`src/logic/aans_defines.svh`:
```
// constants for the accumulate add/sub normalise slice
// assumes a 32-bit datapath and a 5-bit shift field
`ifndef AANS_DEFINES_SVH
`define AANS_DEFINES_SVH
`define AANS_DATA_W      32
`define AANS_SHAMT_W     5
`define AANS_SHAMT_LSB   0
`define AANS_RESULT_RST  32'h0000_0000
`define AANS_LATENCY     1
`endif

```
`src/logic/aans_pkg.sv`:
```
// types for the accumulate add/sub normalise slice
// assumes aans_defines.svh is on the include path
`include "aans_defines.svh"
package aans_pkg;
  // operation select, one code per register-form variant
  typedef enum logic [2:0] {
    AANS_SIGNED_ADD_SHIFT        = 3'h0,
    AANS_UNSIGNED_ADD_SHIFT      = 3'h1,
    AANS_SIGNED_ROUND_ADD_SHIFT  = 3'h2,
    AANS_UNSIGNED_ROUND_ADD_SHIFT = 3'h3,
    AANS_SIGNED_SUB_SHIFT        = 3'h4,
    AANS_UNSIGNED_SUB_SHIFT      = 3'h5,
    AANS_SIGNED_ROUND_SUB_SHIFT  = 3'h6,
    AANS_UNSIGNED_ROUND_SUB_SHIFT = 3'h7
  } aans_op_t;

  // one request from operand read
  typedef struct packed {
    aans_op_t                  op;
    logic [`AANS_DATA_W-1:0]   dest_val;
    logic [`AANS_DATA_W-1:0]   first_source_reg;
    logic [`AANS_DATA_W-1:0]   shift_source_reg;
  } aans_req_t;

  // one result towards writeback
  typedef struct packed {
    logic                      valid;
    logic [`AANS_DATA_W-1:0]   value;
  } aans_res_t;
endpackage

```
`src/logic/aans_shifter.sv`:
```
// right shifter, arithmetic or logical, by a five-bit amount
// purely combinational; the caller registers the result
`timescale 1ns/1ps
module aans_shifter #(
  parameter int DATA_W  = 32,
  parameter int SHAMT_W = 5
) (
  // operand and control
  input  wire logic [DATA_W-1:0]  value_in,
  input  wire logic [SHAMT_W-1:0] shamt_in,
  input  wire logic               arith_in,
  // shifted value
  output logic      [DATA_W-1:0]  value_out
);
  // sign fill only when arithmetic; otherwise zero fill
  always_comb begin
    if (arith_in) begin
      value_out = DATA_W'($signed(value_in) >>> shamt_in);
    end else begin
      value_out = value_in >> shamt_in;
    end
  end
endmodule

```
`src/logic/aans_core.sv`:
```
// accumulate add/sub with normalising right shift and optional rounding
// sits between operand read and writeback; core clock, sync reset
// expects one request word per valid cycle; answers one cycle later
`timescale 1ns/1ps
`include "aans_defines.svh"
module aans_core
  import aans_pkg::*;
#(
  parameter int DATA_W  = `AANS_DATA_W,
  parameter int SHAMT_W = `AANS_SHAMT_W
) (
  // clock and reset
  input  wire logic      ref_clk_in,
  input  wire logic      rst_in,
  // request from operand read
  input  wire logic      req_valid_in,
  input  wire aans_req_t req_in,
  // result to writeback
  output aans_res_t      res_out
);
  // elaboration checks; the struct fixes the word width
  if (DATA_W != `AANS_DATA_W) begin : g_check_data_w
    $error("aans_core: DATA_W must match the request struct");
  end
  // the shift field must match the struct and span the whole word
  if (SHAMT_W != `AANS_SHAMT_W || (2 ** SHAMT_W) != DATA_W) begin : g_check_shamt_w
    $error("aans_core: SHAMT_W must address every bit of the word");
  end
  // one register stage only; a deeper pipeline needs another result path
  if (`AANS_LATENCY != 1) begin : g_check_latency
    $error("aans_core: only a single result stage is built");
  end

  // pull the shift amount out of the shift source word
  // upper bits are ignored on purpose, so callers may leave them dirty
  function automatic logic [SHAMT_W-1:0] shift_amount(input logic [DATA_W-1:0] word);
    shift_amount = word[`AANS_SHAMT_LSB +: SHAMT_W];
  endfunction

  // half of the shift weight, zero for a zero shift
  function automatic logic [DATA_W-1:0] round_const(input logic [SHAMT_W-1:0] sh);
    logic [DATA_W-1:0] one;
    one = {{(DATA_W-1){1'b0}}, 1'b1};
    if (sh == '0) begin
      round_const = '0;
    end else begin
      round_const = one << (sh - SHAMT_W'(1));
    end
  endfunction

  // wrapping add or subtract; carry or borrow out of the top is lost
  function automatic logic [DATA_W-1:0] add_or_sub(
    input logic [DATA_W-1:0] acc,
    input logic [DATA_W-1:0] src,
    input logic              sub
  );
    if (sub) begin
      add_or_sub = acc - src;
    end else begin
      add_or_sub = acc + src;
    end
  endfunction

  // decoded controls
  logic [SHAMT_W-1:0] shamt;
  logic               is_sub;
  logic               is_round;
  logic               is_arith;
  // arithmetic stages ahead of the shifter
  logic [DATA_W-1:0]  base;
  logic [DATA_W-1:0]  rnd;
  logic [DATA_W-1:0]  sum;
  logic [DATA_W-1:0]  shifted;
  // result register and its next value
  aans_res_t          res_reg;
  aans_res_t          res_next;

  // decode the operation code into the three datapath controls
  // each item sets all three, so no control leaks from one code to another
  always_comb begin
    shamt    = shift_amount(req_in.shift_source_reg);
    is_sub   = 1'b0;
    is_round = 1'b0;
    is_arith = 1'b0;
    case (req_in.op)
      // plain signed add, kept so the code space is complete
      AANS_SIGNED_ADD_SHIFT: begin
        is_sub   = 1'b0;
        is_round = 1'b0;
        is_arith = 1'b1;
      end

      AANS_UNSIGNED_ADD_SHIFT: begin
        is_sub   = 1'b0;
        is_round = 1'b0;
        is_arith = 1'b0;
      end

      AANS_SIGNED_ROUND_ADD_SHIFT: begin
        is_sub   = 1'b0;
        is_round = 1'b1;
        is_arith = 1'b1;
      end

      AANS_UNSIGNED_ROUND_ADD_SHIFT: begin
        is_sub   = 1'b0;
        is_round = 1'b1;
        is_arith = 1'b0;
      end

      AANS_SIGNED_SUB_SHIFT: begin
        is_sub   = 1'b1;
        is_round = 1'b0;
        is_arith = 1'b1;
      end

      AANS_UNSIGNED_SUB_SHIFT: begin
        is_sub   = 1'b1;
        is_round = 1'b0;
        is_arith = 1'b0;
      end

      AANS_SIGNED_ROUND_SUB_SHIFT: begin
        is_sub   = 1'b1;
        is_round = 1'b1;
        is_arith = 1'b1;
      end

      AANS_UNSIGNED_ROUND_SUB_SHIFT: begin
        is_sub   = 1'b1;
        is_round = 1'b1;
        is_arith = 1'b0;
      end

      // unreachable with a three-bit code; all controls off
      default: begin
        is_sub   = 1'b0;
        is_round = 1'b0;
        is_arith = 1'b0;
      end
    endcase
  end

  // wraps at 32 bits
  // first stage, destination plus or minus the first source
  always_comb begin
    base = add_or_sub(req_in.dest_val, req_in.first_source_reg, is_sub);
  end

  // zero weight otherwise
  // rounding weight only for the rounding codes
  // the weight is added after the add/sub, so both wrap independently
  always_comb begin
    if (is_round) begin
      rnd = round_const(shamt);
    end else begin
      rnd = '0;
    end
  end

  // second wrapping stage
  // carries out of the top are dropped before the shift, as the core does
  always_comb begin
    sum = add_or_sub(base, rnd, 1'b0);
  end

  // sign fill when arithmetic
  // one shared shifter serves all eight codes
  aans_shifter #(
    .DATA_W  (DATA_W),
    .SHAMT_W (SHAMT_W)
  ) u_shifter (
    .value_in  (sum),
    .shamt_in  (shamt),
    .arith_in  (is_arith),
    .value_out (shifted)
  );

  // result toward destination
  // value holds while idle, so writeback may pick it up late
  always_comb begin
    res_next.valid = req_valid_in;
    if (req_valid_in) begin
      res_next.value = shifted;
    end else begin
      res_next.value = res_reg.value;
    end
  end

  // result register; one cycle from request to result, no back-pressure
  // a fresh request every cycle is taken; nothing is refused
  // reset clears both the pulse and the held value
  always_ff @(posedge ref_clk_in) begin
    if (rst_in) begin
      res_reg <= '{valid: 1'b0, value: `AANS_RESULT_RST};
    end else begin
      res_reg <= res_next;
    end
  end

  // output straight from the result register
  assign res_out = res_reg;
endmodule

```
`config.mk`:
```
export PLATFORM = sky130hd
export DESIGN_NAME = aans_core
export DESIGN_NICKNAME = d
export VERILOG_FILES = /design/src/logic/aans_pkg.sv /design/src/logic/aans_shifter.sv /design/src/logic/aans_core.sv
export VERILOG_INCLUDE_DIRS = /design/src /design/src/logic
export SDC_FILE = /design/constraint.sdc
export NUM_CORES = 1
export LEC_CHECK = 0
export BUFFER_PORTS_ARGS = -buffer_cell sky130_fd_sc_hd__buf_2
export CORE_ASPECT_RATIO = 1.2
export CORE_MARGIN = 2
export CORE_UTILIZATION = 50
export CTS_CLUSTER_SIZE = 16
export DETAILED_ROUTE_END_ITERATION = 7
export PLACE_DENSITY_LB_ADDON = 0.2
export SLEW_MARGIN = 25
export SYNTH_ARGS = -nofsm -noshare
export SYNTH_HDL_FRONTEND = slang
export SYNTH_HIERARCHICAL = 1
export SYNTH_SLANG_ARGS = --single-unit
```
`constraint.sdc`:
```
create_clock -name ref_clk_in -period 17.81 [get_ports ref_clk_in]
set_input_delay 2.6715 -clock ref_clk_in [delete_from_list [all_inputs] [get_ports ref_clk_in]]
set_output_delay 2.6715 -clock ref_clk_in [all_outputs]
set_load 0.05 [all_outputs]
```
# [After elaboration in Yosys (flattened, before gate mapping)]
# Memory sizes are Yosys's and may differ from the RTL's.
# Cells that the tools add are included.
[word_totals] reg_bits=33 romBits=24 inputBits=102 n_memories=1
[op_classes] n_addsub=4 n_shift=3 muxes=4 reduce_logical=1
[mem_list] memory="(name not given)" depth=8 word_bits=3 read_ports=1 rd_clocked_by_memory_dff=0 wr=0 line_no="aans_core.sv:85" text="case (req_in.op)"
[ops] op="$mux 32" count=4
[ops] op="$add 32x32->32" count=2
[ops] op="$shl 1x5->32 const A" count=1
[ops] op="$shr 32x5->32" count=1
[ops] op="$sshr 32x5->32" count=1
[ops] op="$sub 32x32->32" count=1
[ops] op="$logic_not 5->1" count=1
[ops] op="$sub 5x1->5 const B" count=1

# [Longest topological paths before layout]
[depth] word_depth=7 depth_mapped=36 depth_no_buf=34

# [Hierarchy]
# Netlist, hierarchy kept.
[modules_own_cells] mod="aans_core" n_inst=1 cells_each=658 area_per_inst_um2=5011.1 seq_area_each_um2=660.6
[modules_own_cells] mod="aans_shifter" n_inst=1 cells_each=263 area_per_inst_um2=2094.5 seq_area_each_um2=0.0

# [Worst setup path before layout]
# Ideal clock, no wire load.
[synth_timing] path_type="input port to flip-flop" startpoint="in req_in[37] (netlist name)" endpoint="reg res_reg, in the netlist res_out[6]" arrival_ps=8679 required_time_ps=17682 setup_slack_ps=9003 cell_stages=30 path_cell_list="or3_1 nor3b_1 a21oi_1 xnor2_1 ha_1 nand3_1 nor2_1 o311ai_1 and3b_1 o21a_1 a311oi_2 and2_1 a41oi_1 xnor2_1 ha_1 a21o_1 a211oi_1 nand2_1 a2111oi_2 nor3_2 a21o_1 a21oi_2 xnor2_1 mux4_1 mux2_2 o22ai_1 a21oi_1 a21boi_1 mux2i_1 nor2_1"
[synth_via] elab_chain_len=5 word_cells_on_any_way=7
[synth_lines] item="start: declaration" line_no="aans_core.sv:17" text="input wire aans_req_t req_in,"
[synth_lines] item="$add 32x32->32 / $sub 32x32->32 (equally long branches)" line_no="aans_core.sv:60, aans_core.sv:58"
[synth_lines] item="$mux 32 (*)" line_no="aans_core.sv:57" text="if (sub) begin"
[synth_lines] item="$add 32x32->32 (*)" line_no="aans_core.sv:60" text="add_or_sub = acc + src;"
[synth_lines] item="via sum[29]" line_no="aans_core.sv:72" text="logic [DATA_W-1:0] sum;"
[synth_lines] item="$shr 32x5->32 / $sshr 32x5->32 (equally long branches)" line_no="aans_shifter.sv:20, aans_shifter.sv:18"
[synth_lines] item="$mux 32 (*)" line_no="aans_shifter.sv:17" text="if (arith_in) begin"
[synth_lines] item="via shifted[6]" line_no="aans_core.sv:73" text="logic [DATA_W-1:0] shifted;"
[synth_lines] item="end signal: assignment" line_no="aans_core.sv:195" text="res_reg <= '{valid: 1'b0, value: `AANS_RESULT_RST};"
[synth_lines] item="end signal: assignment" line_no="aans_core.sv:197" text="res_reg <= res_next;"
[synth_lines] item="end: declaration" line_no="aans_core.sv:75" text="aans_res_t res_reg;"
# The timed path passes the listed nets; every way through them passes the cells marked *.
# A chain may end at the register's enable or synchronous reset.

# [Final worst setup path]
# Same ends and word-level chain as after synthesis.

==> impl_metrics.csv <==
group,metric,value,unit
critical_path,crit_buf_inv,1,
floorplan,fp.dieH,135,um
timing,worst_slew_pin_slew,905,ps
floorplan,start_util,51.4,%
global_routing,grt_util_all_layers,23.3,%
clock_tree,post_cts_buffers,0,
layout,mostFrequentLayoutCell,"nor2_1",
power_and_ir_drop,vdd_ir_drop_max,98.5,uV
critical_path,rr_worst_depth,2,
route,wl_per_cell,15.3,um
layout,fillerInstances,1392,
power_and_ir_drop,p_per_area,82.2,mW/mm^2
layout,multi_input_area,0.00610,mm^2
timing,timing.setup.tns,0,ps
global_routing,grt_antenna_before_repair,0,
global_routing,grt_pass1_wl,29900,um
critical_path,critPathTopFamily,"compound AO/OA/AOI/OAI gates",
hold_path,hold_path.class,"reg2reg",
critical_path,crit_path_end,"res_out[6]$_SDFFE_PP0P_",
layout,largest_register_ffs,33,
logic_synthesis,synth_flop_cell,"dfxtp_1",
route,vias,6806,
clock_tree,hold_buffers,0,
layout,drive_above_1_share,18.4,%
clock_tree,path_clk_slew,60,ps
critical_path,r2r_end,"res_out[4]$_SDFFE_PP0P_",
route,firstDrtPassIters,5,
layout,regArea,661,um^2
logic_synthesis,syn-num-nets,1088,
critical_path,cp_slowest_cell,"mux4_1",
route,ant_nets,0,
floorplan,core,0.0138,mm^2
critical_path,cp.depth,33,
critical_path,rrSetupSlack,17170,ps
layout,layout.cells.non_filler,1170,
timing,hold_viol,0,
timing,worst_slack,8220,ps
power_and_ir_drop,p_leak,0.00361,uW
timing,final.period_utilization,53.8,%
timing,slew_headroom,39.7,%
clock_tree,clockRootBuffer,"clkbuf_16",
timing,finalCriticalPeriod,9590,ps
critical_path,crit_start,"req_in[37]",
timing,rsz0062_at_grt,"no",
layout,final_net_count,1165,
placed_design,placed_area,0.00765,mm^2
timing,setup_viol,0,
timing,maxSlewViolCount,0,
placed_design,hpwl,14600,um
placed_design,placed_cells,1162,
logic_synthesis,yosysUniqueCellTypes,86,
logic_synthesis,synth_edf_count,0,
clock_tree,cts_buffer_depth,2,
logic_synthesis,synth_seq_cells,33,
layout,area_delta_synth_final,10.4,%
layout,layout_common_cells,"139 x nor2_1, 107 x buf_2, 84 x nand2_1, 78 x a21oi_1, 69 x xnor2_1",
logic_synthesis,yosysSeqAreaShare,9.30,%
timing,clock.fmax,0.104,GHz
logic_synthesis,synth_warnings,6,
critical_path,startpoint_type,"primary input",
route,drc,0,
logic_synthesis,synthCells,921,
global_routing,grt_pass1_vias,6498,
floorplan,fp.dieW,113,um
floorplan,num_rows,47,
clock_tree,cts_sinks,33,
logic_synthesis,syn_area,0.00711,mm^2
clock_tree,ctsResizeCount,0,
placed_design,place_congestion,0.929,
timing,skew,0,ps
status,outcome,"complete, no violations",
critical_path,end_kind,"flop",
logic_synthesis,synth_area_per_cell,7.72,um^2
job,cap_violations,0,
global_routing,grt_max_degree,60,
critical_path,slowest_delay,670,ps
clock_tree,h-tree-depth,2,
route,routed_wl,17900,um
critical_path,crit-reg2reg-launch,"res_out[4]$_SDFFE_PP0P_",
logic_synthesis,synthTopCellsByArea,"ha_1 11%, dfxtp_1 9.3%, xnor2_1 8.5%, mux2i_1 7.7%, nor2_1 7.3%",
clock_tree,cts_tree,"yes",
layout,fin_area,0.00784,mm^2
critical_path,path_max_fanout,6,
placed_design,io_buffers,107,
route,drt-initial-drc-count,357,
critical_path,arrival,9730,ps
clock_tree,cts_buffers,5,
clock_tree,clkLatencyLatePin,280,ps
logic_synthesis,yosys.area.top_type,"ha_1",
timing,fin_hold_ws,485,ps
floorplan,die_area,0.0152,mm^2
logic_synthesis,postSynth.asyncResetShare,0,%
global_routing,overflow,0,
layout,antennaDiodeCount,0,
logic_synthesis,yosysTopAreaCellShare,11.1,%
floorplan,pin_count,135,
critical_path,crit_required,17960,ps
route,viasPerCell,5.82,
placed_design,post-place-ws,7940,ps
critical_path,crit_type,"in2reg",
==> cell type report <==
| class | instances | share of cell area [%] |
|---|---|---|
| multi-input cells | 819 | 77.8 |
| flip-flops and latches | 33 | 8.43 |
| repair buffers | 111 | 7.21 |
| well taps | 171 | 2.73 |
| clock buffers | 5 | 1.60 |
| inverters | 28 | 1.34 |
| clock inverters | 3 | 0.878 |
==> worst min path at each step <==
stage                             startpoint  cells after the start                  endpoint
finish              res_out[19]$_SDFFE_PP0P_                      2  res_out[19]$_SDFFE_PP0P_
global placement    res_out[15]$_SDFFE_PP0P_                      2  res_out[15]$_SDFFE_PP0P_
detailed placement  res_out[10]$_SDFFE_PP0P_                      2  res_out[10]$_SDFFE_PP0P_
floorplan            res_out[3]$_SDFFE_PP0P_                      2   res_out[3]$_SDFFE_PP0P_
global route        res_out[16]$_SDFFE_PP0P_                      2  res_out[16]$_SDFFE_PP0P_
CTS                 res_out[10]$_SDFFE_PP0P_                      2  res_out[10]$_SDFFE_PP0P_
==> stage by stage <==
stage	power [uW]	utilization, %
floorplan	437	-
global placement	528	55.3
detailed placement	529	55.3
CTS	645	56.7
global route	695	56.7
finish	645	56.7
==> report_power, final <==
group / leakage [uW] / total, uW / internal, uW / switching [uW]
Sequential: 0.000271 / 87.3 / 83.0 / 4.25
Clock: 0.0000944 / 111 / 80.5 / 30.9
Combinational: 0.00324 / 446 / 182 / 265
Total: 0.00361 / 645 / 345 / 300
==> kinds of logic (layout without fill, tap and decap cells) <==
family / Yosys count / after routing / share of synthesized area (%)
simple gates: 313 / 313 / 20.1
compound gates: 262 / 262 / 25.6
mux: 92 / 92 / 17.7
xor+xnor: 87 / 87 / 10.9
buf+inv: 69 / 147 / 4.82
fa+ha+maj: 65 / 65 / 11.7
flops: 33 / 33 / 9.30
==> cells in the mapped netlist, types with 3 or more instances <==
library cell,n
nand2b_1,6
a21oi_2,5
buf_2,8
a211oi_1,12
and4_1,3
o211ai_1,7
a21o_1,28
a221oi_1,4
nand2_1,84
dfxtp_1,33
nand3_1,18
o21ai_1,10
a21oi_1,78
and3_1,4
nand3b_1,5
mux4_2,23
xnor2_1,69
clkbuf_1,18
o21bai_1,11
and3b_1,4
a211oi_2,5
inv_1,27
a221oi_2,3
mux2i_1,55
nor2b_1,11
mux2_2,11
buf_6,3
ha_1,63
and2_1,4
nor2_1,139
o21ai_0,41
buf_1,7
or3_1,4
o21a_1,12
xor2_1,17
nor3_1,16
a31oi_1,6
o31ai_1,4
==> worst register-to-register path, cell delays in order, from the launching register on <==
cell and delay, ps:
dfxtp_1 310, mux2i_1 140, nor2_1 60
==> routing by layer <==
metal	global-route usage (%)	vias to the layer above	part of all wire, %
met1	28.4	3074	44
met4	9.01	0	3.3
met5	0	-	0
li1	-	3531	-
met3	2.20	41	3.9
met2	42.3	160	49
Power figures use the tool's default switching activity.
